File: src/input_select_eq_control_cfg.svh
`ifndef INPUT_SELECT_EQ_CONTROL_CFG_SVH
`define INPUT_SELECT_EQ_CONTROL_CFG_SVH

// ----------------------------------------------------------------------------
// register offsets
// ----------------------------------------------------------------------------
`define ISEC_OFS_SOFT_RESET   8'h01
`define ISEC_OFS_MANUAL_EQ    8'h04
`define ISEC_OFS_TERM_TUNE    8'h46
`define ISEC_OFS_IMPED_TUNE   8'h47
`define ISEC_OFS_CHOOSER      8'h4c
`define ISEC_OFS_EQ_TEST      8'h4d
`define ISEC_OFS_EQ_READBACK  8'h4e

// ----------------------------------------------------------------------------
// field positions
// ----------------------------------------------------------------------------
`define ISEC_SRST_BIT         1
`define ISEC_OVERRIDE_BIT     7
`define ISEC_CHANNEL_BIT      6
`define ISEC_BYPASS_BIT       6
`define ISEC_TERM_HI          3
`define ISEC_TERM_LO          2
`define ISEC_LEVEL_HI         7
`define ISEC_LEVEL_LO         4

// ----------------------------------------------------------------------------
// reset values
// ----------------------------------------------------------------------------
`define ISEC_RST_TERM_TUNE    8'h00
`define ISEC_RST_IMPED_TUNE   8'h00
`define ISEC_RST_CHOOSER      8'h00
`define ISEC_RST_EQ_TEST      8'h20
`define ISEC_RST_MANUAL_EQ    8'h00
`define ISEC_LEVEL_MIN        4'h0
`define ISEC_LEVEL_MAX        4'hf

// ----------------------------------------------------------------------------
// timing
// ----------------------------------------------------------------------------
`define ISEC_CLK_PERIOD_NS    10
`define ISEC_SRST_PULSE_CYC   4
`define ISEC_EQ_STEP_NS       1000
`define ISEC_EQ_STEP_CYC      (`ISEC_EQ_STEP_NS / `ISEC_CLK_PERIOD_NS)

`endif

File: src/isec_pkg.sv
package isec_pkg;

    typedef enum logic [1:0]
    {
        ISEC_ACQUIRE = 2'b01,
        ISEC_LOCKED  = 2'b10
    } isec_eq_state_e;

    typedef logic [3:0] isec_level_t;

endpackage

File: src/input_select_eq_control.sv
`timescale 1ns/10ps
`include "input_select_eq_control_cfg.svh"

// Summary of operation
// - override bit 7 clear uses chooser pin; set lets bit 6 choose input.
// - bit 6 zero picks channel 0, one picks channel 1; both reset zero.
// - termination code bits 3:2 of channel 1 return tuning, reset 00.
// - forward impedance byte read/write, reset 0x00; software writes 0x70 for long cable.
// - bypass bit 6 applies manual level from register 0x04 instead of adaptation.
// - readback bits 7:4 show the equaliser level: thermometer when adapting, manual level in bypass; low nibble reads zero.
// - writing one to 0x01 bit 1 resets digital logic, registers kept; self clears.
// - losing lock returns equalizer to initial state and reruns acquisition.
module input_select_eq_control
    import isec_pkg::*;
#(
    parameter int EQ_STEP_CYCLES = `ISEC_EQ_STEP_CYC,
    parameter int SRST_CYCLES    = `ISEC_SRST_PULSE_CYC
)
(
    input  wire logic       core_clk_in,
    input  wire logic       reset_in,
    input  wire logic       power_down_pin_low_n_in,
    input  wire logic       channel_pick_pin_in,
    input  wire logic       link_locked_in,
    input  wire logic [7:0] reg_addr_in,
    input  wire logic [7:0] reg_wdata_in,
    input  wire logic       reg_wr_in,
    input  wire logic       reg_rd_in,
    output logic [7:0]      reg_rdata_out,
    output logic            reg_rvalid_out,
    output logic            secondary_serial_input_out,
    output logic [1:0]      termination_code_out,
    output logic [7:0]      fwd_impedance_out,
    output logic            eq_bypass_out,
    output logic [3:0]      eq_level_out,
    output logic            digital_reset_out
);

    // ------------------------------------------------------------------------
    // helpers
    // ------------------------------------------------------------------------
    function automatic logic hit(input logic [7:0] addr, input logic [7:0] ofs);
        hit = (addr == ofs);
    endfunction

    // ------------------------------------------------------------------------
    // declarations
    // ------------------------------------------------------------------------
    logic [2:0]  sync1_r;
    logic [2:0]  sync2_r;
    logic        pin_rst;
    logic        pick_pin;
    logic        locked;
    logic        locked_d_r;
    logic        lock_lost;

    logic [7:0]  term_r,     term_nxt;
    logic [7:0]  imped_r,    imped_nxt;
    logic [7:0]  chooser_r,  chooser_nxt;
    logic [7:0]  eqtest_r,   eqtest_nxt;
    logic [7:0]  manual_r,   manual_nxt;
    logic [3:0]  srst_cnt_r, srst_cnt_nxt;
    logic [7:0]  rdata_r,    rdata_nxt;
    logic        rvalid_r,   rvalid_nxt;
    logic        sel_r,      sel_nxt;
    logic        drst_r,     drst_nxt;
    logic [3:0]  level_r;
    isec_level_t tracker_level;
    logic        eq_restart_r, eq_restart_nxt;
    logic        srst_active;

    // ------------------------------------------------------------------------
    // pin synchronisers
    // ------------------------------------------------------------------------
    always_ff @(posedge core_clk_in or posedge reset_in)
    begin
        if (reset_in)
        begin
            sync1_r    <= 3'h0;
            sync2_r    <= 3'h0;
            locked_d_r <= 1'b0;
        end
        else
        begin
            sync1_r    <= {link_locked_in, channel_pick_pin_in, power_down_pin_low_n_in};
            sync2_r    <= sync1_r;
            locked_d_r <= sync2_r[2];
        end
    end

    assign pin_rst     = ~sync2_r[0];
    assign pick_pin    = sync2_r[1];
    assign locked      = sync2_r[2];
    assign lock_lost   = locked_d_r & ~locked;
    assign srst_active = (srst_cnt_r != 4'h0);

    // ------------------------------------------------------------------------
    // register file next state
    // ------------------------------------------------------------------------
    always_comb
    begin
        term_nxt     = term_r;
        imped_nxt    = imped_r;
        chooser_nxt  = chooser_r;
        eqtest_nxt   = eqtest_r;
        manual_nxt   = manual_r;
        srst_cnt_nxt = srst_cnt_r;
        rdata_nxt    = rdata_r;
        rvalid_nxt   = 1'b0;

        if (srst_active)
            srst_cnt_nxt = srst_cnt_r - 4'h1;

        if (reg_wr_in)
        begin
            if (hit(reg_addr_in, `ISEC_OFS_TERM_TUNE))
                term_nxt = reg_wdata_in;
            if (hit(reg_addr_in, `ISEC_OFS_IMPED_TUNE))
                imped_nxt = reg_wdata_in;
            if (hit(reg_addr_in, `ISEC_OFS_CHOOSER))
                chooser_nxt = reg_wdata_in;
            if (hit(reg_addr_in, `ISEC_OFS_EQ_TEST))
                eqtest_nxt = reg_wdata_in;
            if (hit(reg_addr_in, `ISEC_OFS_MANUAL_EQ))
                manual_nxt = reg_wdata_in;
            if (hit(reg_addr_in, `ISEC_OFS_SOFT_RESET) && reg_wdata_in[`ISEC_SRST_BIT])
                srst_cnt_nxt = 4'(SRST_CYCLES);
        end

        if (reg_rd_in)
        begin
            rvalid_nxt = 1'b1;
            rdata_nxt  = 8'h00;
            case (1'b1)
                hit(reg_addr_in, `ISEC_OFS_SOFT_RESET):
                    rdata_nxt[`ISEC_SRST_BIT] = srst_active;
                hit(reg_addr_in, `ISEC_OFS_MANUAL_EQ):
                    rdata_nxt = manual_r;
                hit(reg_addr_in, `ISEC_OFS_TERM_TUNE):
                    rdata_nxt = term_r;
                hit(reg_addr_in, `ISEC_OFS_IMPED_TUNE):
                    rdata_nxt = imped_r;
                hit(reg_addr_in, `ISEC_OFS_CHOOSER):
                    rdata_nxt = chooser_r;
                hit(reg_addr_in, `ISEC_OFS_EQ_TEST):
                    rdata_nxt = eqtest_r;
                hit(reg_addr_in, `ISEC_OFS_EQ_READBACK):
                    rdata_nxt = {level_r, 4'h0};
                default:
                    rdata_nxt = 8'h00;
            endcase
        end

        if (pin_rst)
        begin
            term_nxt     = `ISEC_RST_TERM_TUNE;
            imped_nxt    = `ISEC_RST_IMPED_TUNE;
            chooser_nxt  = `ISEC_RST_CHOOSER;
            eqtest_nxt   = `ISEC_RST_EQ_TEST;
            manual_nxt   = `ISEC_RST_MANUAL_EQ;
            srst_cnt_nxt = 4'h0;
        end
    end

    // ------------------------------------------------------------------------
    // control outputs next state
    // ------------------------------------------------------------------------
    always_comb
    begin
        if (chooser_r[`ISEC_OVERRIDE_BIT])
            sel_nxt = chooser_r[`ISEC_CHANNEL_BIT];
        else
            sel_nxt = pick_pin;
        drst_nxt       = pin_rst | srst_active;
        eq_restart_nxt = lock_lost | pin_rst | srst_active;
    end

    // ------------------------------------------------------------------------
    // registers
    // ------------------------------------------------------------------------
    always_ff @(posedge core_clk_in or posedge reset_in)
    begin
        if (reset_in)
        begin
            term_r       <= `ISEC_RST_TERM_TUNE;
            imped_r      <= `ISEC_RST_IMPED_TUNE;
            chooser_r    <= `ISEC_RST_CHOOSER;
            eqtest_r     <= `ISEC_RST_EQ_TEST;
            manual_r     <= `ISEC_RST_MANUAL_EQ;
            srst_cnt_r   <= 4'h0;
            rdata_r      <= 8'h00;
            rvalid_r     <= 1'b0;
            sel_r        <= 1'b0;
            drst_r       <= 1'b1;
            eq_restart_r <= 1'b1;
            level_r      <= `ISEC_LEVEL_MIN;
        end
        else
        begin
            term_r       <= term_nxt;
            imped_r      <= imped_nxt;
            chooser_r    <= chooser_nxt;
            eqtest_r     <= eqtest_nxt;
            manual_r     <= manual_nxt;
            srst_cnt_r   <= srst_cnt_nxt;
            rdata_r      <= rdata_nxt;
            rvalid_r     <= rvalid_nxt;
            sel_r        <= sel_nxt;
            drst_r       <= drst_nxt;
            eq_restart_r <= eq_restart_nxt;
            level_r      <= tracker_level;
        end
    end

    // ------------------------------------------------------------------------
    // equaliser level tracker
    // ------------------------------------------------------------------------
    isec_eq_tracker #(
        .STEP_CYCLES (EQ_STEP_CYCLES)
    ) u_eq_tracker (
        .core_clk_in     (core_clk_in),
        .reset_in        (reset_in),
        .restart_in      (eq_restart_r),
        .locked_in       (locked),
        .bypass_in       (eqtest_r[`ISEC_BYPASS_BIT]),
        .manual_level_in (manual_r[`ISEC_LEVEL_HI:`ISEC_LEVEL_LO]),
        .level_out       (tracker_level)
    );

    // ------------------------------------------------------------------------
    // outputs
    // ------------------------------------------------------------------------
    assign reg_rdata_out              = rdata_r;
    assign reg_rvalid_out             = rvalid_r;
    assign secondary_serial_input_out = sel_r;
    assign termination_code_out       = term_r[`ISEC_TERM_HI:`ISEC_TERM_LO];
    assign fwd_impedance_out          = imped_r;
    assign eq_bypass_out              = eqtest_r[`ISEC_BYPASS_BIT];
    assign eq_level_out               = level_r;
    assign digital_reset_out          = drst_r;

endmodule // input_select_eq_control

File: src/isec_eq_tracker.sv
`timescale 1ns/10ps
`include "input_select_eq_control_cfg.svh"

module isec_eq_tracker
    import isec_pkg::*;
#(
    parameter int STEP_CYCLES = `ISEC_EQ_STEP_CYC
)
(
    input  wire logic        core_clk_in,
    input  wire logic        reset_in,
    input  wire logic        restart_in,
    input  wire logic        locked_in,
    input  wire logic        bypass_in,
    input  wire isec_level_t manual_level_in,
    output isec_level_t      level_out
);

    isec_eq_state_e state_r, state_nxt;
    isec_level_t    adapt_r, adapt_nxt;
    isec_level_t    level_r, level_nxt;
    logic [15:0]    div_r, div_nxt;
    logic           tick;

    // ------------------------------------------------------------------------
    // step divider and acquisition walk
    // ------------------------------------------------------------------------
    always_comb
    begin
        tick      = (div_r == 16'(STEP_CYCLES - 1));
        div_nxt   = tick ? 16'h0000 : div_r + 16'h0001;
        state_nxt = state_r;
        adapt_nxt = adapt_r;
        case (state_r)
            ISEC_ACQUIRE:
            begin
                if (tick)
                begin
                    if (locked_in)
                        state_nxt = ISEC_LOCKED;
                    else if (adapt_r == `ISEC_LEVEL_MAX)
                        adapt_nxt = `ISEC_LEVEL_MIN;
                    else
                        adapt_nxt = {adapt_r[2:0], 1'b1};
                end
            end
            ISEC_LOCKED:
            begin
                if (!locked_in)
                begin
                    state_nxt = ISEC_ACQUIRE;
                    adapt_nxt = `ISEC_LEVEL_MIN;
                end
            end
            default:
            begin
                state_nxt = ISEC_ACQUIRE;
                adapt_nxt = `ISEC_LEVEL_MIN;
            end
        endcase
        if (restart_in)
        begin
            state_nxt = ISEC_ACQUIRE;
            adapt_nxt = `ISEC_LEVEL_MIN;
            div_nxt   = 16'h0000;
        end
        level_nxt = bypass_in ? manual_level_in : adapt_nxt;
    end

    always_ff @(posedge core_clk_in or posedge reset_in)
    begin
        if (reset_in)
        begin
            state_r <= ISEC_ACQUIRE;
            adapt_r <= `ISEC_LEVEL_MIN;
            level_r <= `ISEC_LEVEL_MIN;
            div_r   <= 16'h0000;
        end
        else
        begin
            state_r <= state_nxt;
            adapt_r <= adapt_nxt;
            level_r <= level_nxt;
            div_r   <= div_nxt;
        end
    end

    assign level_out = level_r;

endmodule // isec_eq_tracker

File: config.mk
export PLATFORM = sky130hd
export DESIGN_NAME = input_select_eq_control
export DESIGN_NICKNAME = d
export VERILOG_FILES = /design/src/isec_pkg.sv /design/src/input_select_eq_control.sv /design/src/isec_eq_tracker.sv
export VERILOG_INCLUDE_DIRS = /design/src
export SDC_FILE = /design/constraint.sdc
export NUM_CORES = 1
export LEC_CHECK = 0
export ABC_AREA = 1
export BUFFER_PORTS_ARGS = -buffer_cell sky130_fd_sc_hd__buf_2
export CAP_MARGIN = 20
export CELL_PAD_IN_SITES_DETAIL_PLACEMENT = 1
export CELL_PAD_IN_SITES_GLOBAL_PLACEMENT = 1
export CORE_AREA = 2 2 102 104
export DETAILED_ROUTE_END_ITERATION = 6
export DIE_AREA = 0 0 104 106
export PLACE_DENSITY_LB_ADDON = 0.1
export SYNTH_ARGS = -nofsm -noshare
export SYNTH_HDL_FRONTEND = slang
export SYNTH_SLANG_ARGS = --single-unit
File: constraint.sdc
create_clock -name core_clk_in -period 5.8 [get_ports core_clk_in]
set_clock_uncertainty 0.1 [all_clocks]
set_input_delay 1.16 -clock core_clk_in [delete_from_list [all_inputs] [get_ports core_clk_in]]
set_output_delay 1.16 -clock core_clk_in [all_outputs]
set_load 0.03 [all_outputs]
==> results of run 1 <==
-- cell type report --
class | instances | area, um2
tap | 136 | 170.2
clock inverter | 5 | 58.81
sequential | 93 | 2332
fill | 1251 | 4932
antenna | 1 | 2.502
timing repair buffer | 49 | 247.7
inverter | 59 | 224.0
multi-input combinational | 376 | 1891
clock buffer | 11 | 141.4
-- stage by stage --
step	std cells	total power [uW]	hold WS, ns	setup slack (ns)	instance area [um2]
6_report	730	1400	0.2431	3.161	5067
5_1_grt	729	1473	0.2649	2.937	5065
4_1_cts	729	1414	0.2495	3.181	5065
3_5_place_dp	713	962.7	0.2356	2.811	4865
3_3_place_gp	713	952.0	0.2316	2.936	4865
2_1_floorplan	542	890.8	0.2312	2.126	4547
-- power breakdown --
part,leakage [uW],internal (uW),switching (uW),total [uW]
combinational,0.00117,60.4,147,208
clock,0.0000960,212,240,452
sequential,0.00122,699,41.2,740
total,0.00249,971,428,1400
-- worst max-delay path, cell delays in order --
cell	delay, ns
buf_2	0.10
inv_1	0.07
nand2_1	0.12
nor2_4	0.50
nand2_4	0.13
nor2_1	0.34
nand2_1	0.14
nand3_1	0.14
nor2_1	0.05
o21ai_1	0.10
-- path summary, 6_finish.rpt --
path / startpoint / endpoint / cells after the start
min reg2reg: u_eq_tracker.level_out[3]$_DFF_PP0_ / eq_level_out[3]$_DFF_PP0_ / 0
min in group asynchronous: reset_in / u_eq_tracker.div_r[12]$_DFF_PP0_ / 2
max reg2reg: u_eq_tracker.div_r[0]$_DFF_PP0_ / u_eq_tracker.div_r[10]$_DFF_PP0_ / 10
max in group asynchronous: reset_in / fwd_impedance_out[6]$_DFFE_PP0P_ / 3
max: reg_addr_in[7] / reg_rdata_out[2]$_DFFE_PP0P_ / 10
min: u_eq_tracker.level_out[3]$_DFF_PP0_ / eq_level_out[3]$_DFF_PP0_ / 0
-- layer usage --
metal,vias to the layer above,part of all wire [%]
met5,-,0
met4,0,2.4
met3,28,3.6
met2,66,52
met1,1822,42
li1,1838,-
-- registers in the layout, summed over array words and instances (netlist names), 2 cells and up --
| signal | cells |
|---|---|
| u_eq_tracker.div_r | 16 |
| chooser_r | 8 |
| eqtest_r | 8 |
| fwd_impedance_out | 8 |
| manual_r | 8 |
| reg_rdata_out | 8 |
| term_r | 8 |
| eq_level_out | 4 |
| srst_cnt_r | 4 |
| u_eq_tracker.adapt_r | 4 |
| u_eq_tracker.level_out | 4 |
| sync1_r | 3 |
| sync2_r | 3 |
| u_eq_tracker.state_r | 2 |
-- logic make-up (layout without fill, tap and decap cells) --
logic type | after synthesis | after routing | share of synthesized area [%]
buffers and inverters | 73 | 124 | 7.127
AOI/OAI and AO/OA | 80 | 80 | 10.90
muxes | 1 | 1 | 0.2476
DFF | 93 | 93 | 51.29
other | 0 | 1 | 0
xor gates and xnor gates | 8 | 8 | 1.541
and+or+nand+nor | 283 | 283 | 27.79
adders and majority gates | 4 | 4 | 1.101
-- cell usage in the layout, fill, tap and decap left out, types with 2 or more instances in the layout --
master,count
a21oi_1,11
a21oi_2,3
buf_2,48
clkbuf_8,10
clkinvlp_4,2
dfrtp_1,89
dfstp_2,4
ha_1,4
inv_1,52
inv_2,5
nand2_1,143
nand2_2,3
nand3_1,34
nand4_1,18
nor2_1,63
nor2_4,5
nor3_1,6
nor3_2,2
o21a_1,2
o21ai_0,24
o21ai_1,21
o21ai_2,15
or2_2,3
xor2_1,7
==> impl_results.md, run 1 <==
* Run status: finished, final reports clean
* I/O pins at 49
* WS Path Type: primary input to register
* Starting Density at 45.47%
* Core Region at 0.01000 mm2
* Crit path max fanout at 23
* Area share of the largest cell type after synthesis at 48.98%
* Synthesis-stage register bit count at 93
* Routed wire per std cell at 16.24 um
* Vias/cell at 5.142
* CP Launch Type: primary input
* Global-route met2 utilization at 42.48%
* Remaining Overflow, GRT at 0
* Synth Flop Type: dfrtp_1
* All-Layer GR Usage at 23.17%
* Die area at 0.01102 mm2
* Slew margin rel. at 39.05%
* Met1 usage at 27.13%
* Hold buffers post-CTS at 0
* CTS tree: built
* Synthesis-to-finish area growth at 11.45%
* Clk root buf: clkbuf_8
* Synth cell count leaders: nand2_1, dfrtp_1, nor2_1
* Final core occ at 50.68%
* Worst EP required at 6.00 ns
* Post-layout min period at 2.639 ns
* DRT iter0 DRCs at 119
* Final setup viols at 0
* Fmax at 378.9 MHz
* Leak at 0.002486 uW
* Post-synth net total at 569
* Layer carrying the most global-route usage: met2
* Antenna violations before repair at 1
* Die height at 106 um
* Worst vdd ir at 112.5 uV
* Vias in the first global route at 4,151
* Gp weighted congestion at 0.8111
* Met3 Track Usage GR at 4.231%
* # Max-Cap Violations at 0
* Mapped Avg Cell Area at 8.389 um2
* Layout cells sized above 1 at 18.89%
* First-pass GRT wire length at 20,110 um
* Postcts setup bufs at 0
* Worst R2R Setup Slack at 3.81 ns
* Syn Inst Count at 542
* Synth unique cells at 38
* H-tree levels at 3
* RSZ-0062 raised after global routing: false
* Total number of vias at 3,754
* Pwr/cell area at 276.2 mW/mm2
* Largest net degree at the start of global routing at 61
* Yosys warns at 0
* Hpwl dp at 8765 um
* Hold Fails Final Rpt at 0
* Number of synthesized flops with an enable pin at 0
* # DRC at 0
* Layout net count at 615
* DRT antenna net count at 0
* Async SR Flop Fraction at 100.0%
* Num rows at 37
* CP endpoint kind: register
* Largest cells by area after synthesis: dfrtp_1, nand2_1, nor2_1
* Worst-Margin Slew at 0.9142 ns
* Final Slew Violations at 0
* Die width at 104 um
* Worst skew pair latency at 0.37 ns
* Clock-pin slew on the worst setup and hold paths at 0.10 ns
* Mapped cell area at 0.004547 mm2
* Clock sinks at 93
* Leading area contributor after synthesis: dfrtp_1
* Worst Hold Class: register to register
* Dominant cell by count in the synthesized netlist: nand2_1
* Routed WL at 11,850 um
* Post-cts resize count at 0
* Deepest clock path buffer count at 2
* Seq/Total Area, Yosys at 51.29%
* CTS Buf Count at 9
* Crit share post-route at 45.50%
* Crit path arrival time at 2.84 ns
* DR pass1 iterations at 4
* Port bufs at 48
* Setup_tns at 0 ns
Note: power is estimated with default switching activity, not from simulation.
==> run 2, diff against run 1 <==
--- a/config.mk
+++ b/config.mk
@@ -11,9 +11,9 @@
 export CAP_MARGIN = 20
 export CELL_PAD_IN_SITES_DETAIL_PLACEMENT = 1
 export CELL_PAD_IN_SITES_GLOBAL_PLACEMENT = 1
-export CORE_AREA = 2 2 102 104
+export CORE_AREA = 2 2 105 107
 export DETAILED_ROUTE_END_ITERATION = 6
-export DIE_AREA = 0 0 104 106
+export DIE_AREA = 0 0 107 109
 export PLACE_DENSITY_LB_ADDON = 0.1
 export SYNTH_ARGS = -nofsm -noshare
 export SYNTH_HDL_FRONTEND = slang
==> constraint.sdc (replaced) <==
create_clock -name core_clk_in -period 2.6 [get_ports core_clk_in]
set_clock_uncertainty 0.1 [all_clocks]
set_input_delay 0.52 -clock core_clk_in [delete_from_list [all_inputs] [get_ports core_clk_in]]
set_output_delay 0.52 -clock core_clk_in [all_outputs]
set_load 0.03 [all_outputs]
==> run 2 against run 1 <==
First-iteration DRC count is 78% higher; sequential cell count unchanged; sequential power is 120% higher; routed wire length is 3.8% higher; critical path depth unchanged; utilization decreased by 2.0 points; non-clock buffer count increased by 9; clock power rose by 130%; count of clock-buffer cells in the layout increased by 1; combinational power up 130%; critical path type is now register to register.
==> impl_results.md, run 2 (synthesis results as in run 1) <==
* Total number of vias at 3,796 (was 3,754)
* Most frequent cells in the layout: nand2_1, dfrtp_1, nor2_1 (unchanged)
* Run status: finished, final reports clean (unchanged)
* Worst Reg-to-Reg Cells at 10 (unchanged)
* DRT iter0 DRCs at 212 (was 119)
* Worst Hold Class: primary input to register (was register to register)
* Vias in the first global route at 3,929 (was 4,151)
* Routed wire per std cell at 16.58 um (was 16.24 um)
* Die width at 107 um (was 104 um)
* Crit path max fanout at 7 (was 23)
* Worst R2R End: u_eq_tracker.div_r[10]$_DFF_PP0_ (unchanged)
* Post-cts resize count at 0 (unchanged)
* Clock sinks at 93 (unchanged)
* Final core occ at 48.69% (was 50.68%)
* Hpwl dp at 9437 um (was 8765 um)
* Final Slew Violations at 0 (unchanged)
* CTS Buf Count at 9 (unchanged)
* Hold Path Depth at 1 (was 0)
* # Max-Cap Violations at 0 (unchanged)
* Fin cells at 742 (was 730)
* Deepest clock path buffer count at 2 (unchanged)
* Slew margin rel. at 38.42% (was 39.05%)
* Layout fillers at 1,303 (was 1,251)
* Reg area at 0.002332 mm2 (unchanged)
* Remaining Overflow, GRT at 0 (unchanged)
* Setup_tns at 0 ns (unchanged)
* All-Layer GR Usage at 23.16% (was 23.17%)
* Min setup slack post-route at 0.6651 ns (was 3.161 ns)
* Post-layout min period at 1.935 ns
* Core Region at 0.01060 mm2 (was 0.01000 mm2)
* Postcts setup bufs at 0 (unchanged)
* Largest register by flop count: u_eq_tracker.div_r (unchanged)
* Largest net degree at the start of global routing at 41 (was 61)
* Crit share post-route at 74.42%
* Setup slack at placement at 0.4937 ns (was 2.811 ns)
* Diode count at 0 (was 1)
* Crit path arrival time at 2.08 ns (was 2.84 ns)
* WS Path Type: register to register (was primary input to register)
* Leak at 0.002533 uW (was 0.002486 uW)
* DRT antenna net count at 0 (unchanged)
* H-tree levels at 3 (unchanged)
* Worst R2R Setup Slack at 0.67 ns (was 3.81 ns)
* Hold Fails Final Rpt at 0 (unchanged)
* Fmax at 516.8 MHz
* Worst skew pair latency at 0.36 ns (was 0.37 ns)
* DR pass1 iterations at 4 (unchanged)
* CP endpoint kind: register (unchanged)
* Clk root buf: clkbuf_8 (unchanged)
* Vias/cell at 5.116 (was 5.142)
* Max reg flops at 16 (unchanged)
* I/O pins at 49 (unchanged)
* Worst EP required at 2.74 ns (was 6.00 ns)
* Gp weighted congestion at 0.8649 (was 0.8111)
* Antenna violations before repair at 0 (was 1)
* R2r startpoint: u_eq_tracker.div_r[0]$_DFF_PP0_ (unchanged)
* Layout net count at 624 (was 615)
* Worst-Margin Slew at 0.9236 ns (was 0.9142 ns)
* Clock-pin slew on the worst setup and hold paths at 0.09 ns (was 0.10 ns)
* Commonest non-fill, non-tap cell in the layout: nand2_1 (unchanged)
* Inst Count DP at 725 (was 713)
* Port bufs at 48 (unchanged)
* Die area at 0.01166 mm2 (was 0.01102 mm2)
* Synthesis-to-finish area growth at 13.54% (was 11.45%)
* Routed WL at 12,300 um (was 11,850 um)
* Final setup viols at 0 (unchanged)
* Num rows at 38 (was 37)
* Multi-input logic area at 0.001891 mm2 (unchanged)
* HP Start: channel_pick_pin_in (was u_eq_tracker.level_out[3]$_DFF_PP0_)
* Pwr/cell area at 610.2 mW/mm2 (was 276.2 mW/mm2)
* First-pass GRT wire length at 20,350 um (was 20,110 um)
* Die height at 109 um (was 106 um)
* Layout cells sized above 1 at 19.93% (was 18.89%)
* CTS tree: built (unchanged)
* Worst vdd ir at 233.3 uV (was 112.5 uV)
* CP Launch Type: register (was primary input)
* Starting Density at 42.88% (was 45.47%)
* # DRC at 0 (unchanged)
* RSZ-0062 raised after global routing: false (unchanged)
* Worst min-delay path endpoint: sync1_r[1]$_DFF_PP0_ (was eq_level_out[3]$_DFF_PP0_)
* Hold buffers post-CTS at 1 (was 0)
-- run 2: cell types whose count changed in the layout (fill, tap and decap cells not counted) --
cell,before,now
buf_12,0,1
diode_2,1,0
clkinv_2,1,0
buf_4,1,8
inv_4,1,0
dlygate4sd3_1,0,1
clkinvlp_4,2,3
clkbuf_8,10,11
-- run 2: how the worst max path moves through the flow --
| stage | startpoint | to | cells after the start |
|---|---|---|---|
| after global routing | u_eq_tracker.div_r[0]$_DFF_PP0_ | u_eq_tracker.div_r[10]$_DFF_PP0_ | 10 |
| after detailed placement | reg_addr_in[1] | term_r[0]$_DFFE_PP0P_ | 8 |
| after CTS | u_eq_tracker.div_r[0]$_DFF_PP0_ | u_eq_tracker.div_r[10]$_DFF_PP0_ | 10 |
| after global placement | reg_addr_in[1] | term_r[3]$_DFFE_PP0P_ | 8 |
| after floorplan | reset_in | chooser_r[0]$_DFFE_PP0P_ | 1 |
| final | u_eq_tracker.div_r[0]$_DFF_PP0_ | u_eq_tracker.div_r[10]$_DFF_PP0_ | 10 |
-- run 2: area by class of cell --
type                            count  share of cell area [%]
Multi-Input combinational cell    376                   36.62
Timing Repair Buffer               58                   6.398
Tap cell                          140                   3.393
Sequential cell                    93                   45.18
Inverter                           59                   4.363
Clock buffer                       12                   3.005
Clock inverter                      4                   1.042
-- run 2: where the power goes --
part	switching [uW]	internal (uW)	leakage, uW
registers	90.1	1560	0.00122
logic	332	146	0.00121
clock network	522	501	0.0000992
-- run 2: worst max-delay path, stage by stage, from the launching register on --
cell and delay, ns:
dfrtp_1 0.38, ha_1 0.33, nand3_1 0.15, nor2_1 0.16, nand2_1 0.10, nor2_1 0.19, nand2_1 0.07, nor2_1 0.13
nand3_1 0.08, nand2_1 0.08, nor2_1 0.04
-- run 2: metrics by stage --
step                      hold slack, ns  cell area, um2  total power, uW
after floorplan                   0.2312            4551             1988
after global placement            0.2311            4943             2133
after detailed placement          0.2362            4943             2158
after CTS                         0.1282            5162             3191
after global routing              0.1285            5162             3330
final                             0.1523            5162             3150
-- run 2: per-layer routing --
| metal | vias up | share of wire (%) | GRT usage (%) |
|---|---|---|---|
| li1 | 1853 | - | - |
| met2 | 69 | 45 | 35.26 |
| met5 | - | 0 | 0 |
| met4 | 0 | 1.2 | 8.442 |
| met1 | 1862 | 49 | 33.91 |
| met3 | 12 | 4.4 | 3.108 |
==> run 3, diff against run 2 <==
==> constraint.sdc (replaced) <==
create_clock -name core_clk_in -period 2 [get_ports core_clk_in]
set_clock_uncertainty 0.1 [all_clocks]
set_input_delay 0.4 -clock core_clk_in [delete_from_list [all_inputs] [get_ports core_clk_in]]
set_output_delay 0.4 -clock core_clk_in [all_outputs]
set_load 0.03 [all_outputs]
==> run 3 against run 2 <==
Sequential share of layout area fell by 0.098 points; global-route usage fell by 0.58 points; register-to-register slack got worse by 0.42 ns; via count fell by 0.74%; clock power rose by 39%; utilization rose by 0.11 points; routed wire length fell by 1.4%; die area did not move; count of clock-buffer cells in the layout rose by 1; first-iteration DRC count fell by 17%; combinational power rose by 35%; sequential cell count did not move.
==> impl_results.md, run 3 (synthesis results as in run 1) <==
* H-tree levels at 3 (unchanged)
* Hold Path Depth at 1 (unchanged)
* Remaining Overflow, GRT at 0 (unchanged)
* Die width at 107 um (unchanged)
* Crit path max fanout at 4 (was 7)
* Hpwl dp at 9110 um (was 9437 um)
* Total number of vias at 3,768 (was 3,796)
* DRT antenna net count at 0 (unchanged)
* Fin cells at 741 (was 742)
* Commonest non-fill, non-tap cell in the layout: nand2_1 (unchanged)
* Antenna violations before repair at 0 (unchanged)
* # DRC at 0 (unchanged)
* Sw Ratio at 29.21% (was 29.98%)
* Max reg flops at 16 (unchanged)
* Final setup viols at 0 (unchanged)
* Hold buffers post-CTS at 0 (was 1)
* Worst vdd ir at 454.9 uV (was 233.3 uV)
* Worst min-delay path endpoint: sync1_r[1]$_DFF_PP0_ (unchanged)
* Postcts setup bufs at 0 (unchanged)
* Run status: finished, final reports clean (unchanged)
* Gp weighted congestion at 0.8665 (was 0.8649)
* Worst EP required at 2.17 ns (was 2.74 ns)
* Worst R2R End: u_eq_tracker.level_out[0]$_DFF_PP0_ (was u_eq_tracker.div_r[10]$_DFF_PP0_)
* Int Pwr at 2968 uW (was 2206 uW)
* Worst-Margin Slew at 0.9568 ns (was 0.9236 ns)
* Deepest clock path buffer count at 2 (unchanged)
* RSZ-0062 raised after global routing: false (unchanged)
* # Max-Cap Violations at 0 (unchanged)
* I/O pins at 49 (unchanged)
* Crit path arrival time at 1.93 ns (was 2.08 ns)
* Synthesis-to-finish area growth at 13.79% (was 13.54%)
* Fin area at 0.005174 mm2 (was 0.005162 mm2)
* Setup_tns at 0 ns (unchanged)
* CP endpoint kind: register (unchanged)
* CTS Buf Count at 9 (unchanged)
* Num rows at 38 (unchanged)
* Worst Reg-to-Reg Cells at 9 (was 10)
* CTS tree: built (unchanged)
* Flop pwr share at 50.8% (was 52.3%)
* HP Start: channel_pick_pin_in (unchanged)
* Largest register by flop count: u_eq_tracker.div_r (unchanged)
* Layout net count at 623 (was 624)
* CP Launch Type: register (unchanged)
* Worst skew pair latency at 0.37 ns (was 0.36 ns)
* Vias in the first global route at 3,902 (was 3,929)
* Layout cells sized above 1 at 19.80% (was 19.93%)
* WS Path Type: register to register (unchanged)
* Inst Count DP at 725 (unchanged)
* Post-layout min period at 1.754 ns (was 1.935 ns)
* Clock sinks at 93 (unchanged)
* Clock-pin slew on the worst setup and hold paths at 0.09 ns (about the same)
* Combinational power share at 15.4% (was 15.2%)
* DRT iter0 DRCs at 177 (was 212)
* Port bufs at 48 (unchanged)
* First-pass GRT wire length at 20,020 um (was 20,350 um)
* Die height at 109 um (unchanged)
* Diode count at 0 (unchanged)
* Pwr/cell area at 810.2 mW/mm2 (was 610.2 mW/mm2)
* Routed WL at 12,130 um (was 12,300 um)
* All-Layer GR Usage at 22.58% (was 23.16%)
* Switch Pwr at 1224 uW (was 944.3 uW)
* Final Slew Violations at 0 (unchanged)
* Hold Fails Final Rpt at 0 (unchanged)
* Leak at 0.002535 uW (was 0.002533 uW)
* Vias/cell at 5.085 (was 5.116)
* Starting Density at 42.88% (unchanged)
* Slew margin rel. at 36.21% (was 38.42%)
* Most frequent cells in the layout: nand2_1, dfrtp_1, nor2_1 (unchanged)
* Core Region at 0.01060 mm2 (unchanged)
* Power share of the clock group at 33.9% (was 32.5%)
* Largest net degree at the start of global routing at 94 (was 41)
* Crit share post-route at 87.68% (was 74.42%)
* Post-cts resize count at 0 (unchanged)
* R2r startpoint: u_eq_tracker.state_r[0]$_DFFE_PP1P_ (was u_eq_tracker.div_r[0]$_DFF_PP0_)
* DR pass1 iterations at 4 (unchanged)
* Worst R2R Setup Slack at 0.25 ns (was 0.67 ns)
* Placed Area at 0.004943 mm2 (unchanged)
* Fmax at 570.2 MHz (was 516.8 MHz)
* Hold WS at 0.02392 ns (was 0.1523 ns)
* Clk root buf: clkbuf_8 (unchanged)
* Die area at 0.01166 mm2 (unchanged)
* Worst Hold Class: primary input to register (unchanged)
* Routed wire per std cell at 16.37 um (was 16.58 um)
==> run 3: how the worst max path moves through the flow <==
stage | start | slack [ns] | cells past startpoint | to
after floorplan | u_eq_tracker.div_r[0]$_DFF_PP0_ | 0.38 | 11 | u_eq_tracker.div_r[10]$_DFF_PP0_
after global placement | reg_addr_in[1] | 0.06 | 8 | term_r[3]$_DFFE_PP0P_
after detailed placement | reg_addr_in[1] | -0.02 | 8 | term_r[4]$_DFFE_PP0P_
after CTS | u_eq_tracker.div_r[0]$_DFF_PP0_ | 0.11 | 10 | u_eq_tracker.div_r[10]$_DFF_PP0_
after global routing | u_eq_tracker.div_r[0]$_DFF_PP0_ | 0.03 | 10 | u_eq_tracker.div_r[10]$_DFF_PP0_
final | u_eq_tracker.state_r[0]$_DFFE_PP1P_ | 0.25 | 9 | u_eq_tracker.level_out[0]$_DFF_PP0_
==> run 3: through the flow <==
stage / total power (uW) / utilization (%) / setup WS, ns
CTS: 4235 / 48.68 / 0.1148
global route: 4415 / 48.80 / 0.03189
finish: 4192 / 48.80 / 0.2463
detailed placement: 2811 / 46.63 / -0.02291
global placement: 2782 / 46.63 / 0.05816
floorplan: 2584 / - / 0.3812
==> run 3: cell type report <==
class                   count  area [um2]
clock buffers              13       148.9
clock inverters             3       68.82
fillers                  1335        5429
inverters                  59       225.2
multi-input cells         376        1903
flip-flops and latches     93        2332
well taps                 140       175.2
repair buffers             57       320.3
==> run 3: power groups by stage <==
stage	Combinational, uW	Sequential [uW]	Clock (uW)
after floorplan	393	2190	0
after global placement	628	2150	0
after detailed placement	650	2160	0
after CTS	653	2120	1460
after global routing	727	2150	1540
final	644	2130	1420
==> run 3: critical path, stage by stage, from the launching register on <==
cell     delay, ns
dfstp_2       0.55
inv_1         0.06
ha_1          0.20
nand2_1       0.07
inv_1         0.08
or2_2         0.29
nand3_1       0.11
nand2_1       0.08
nand3_1       0.07
nand2_1       0.05
==> run 3: routing by layer <==
metal  global-route usage (%)  routed length [um]  vias up
li1                         -                   -     1849
met3                    3.706                 307       11
met1                    33.59                6231     1851
met2                    34.26                5408       57
met4                    6.122                 182        0
met5                        0                   0        -
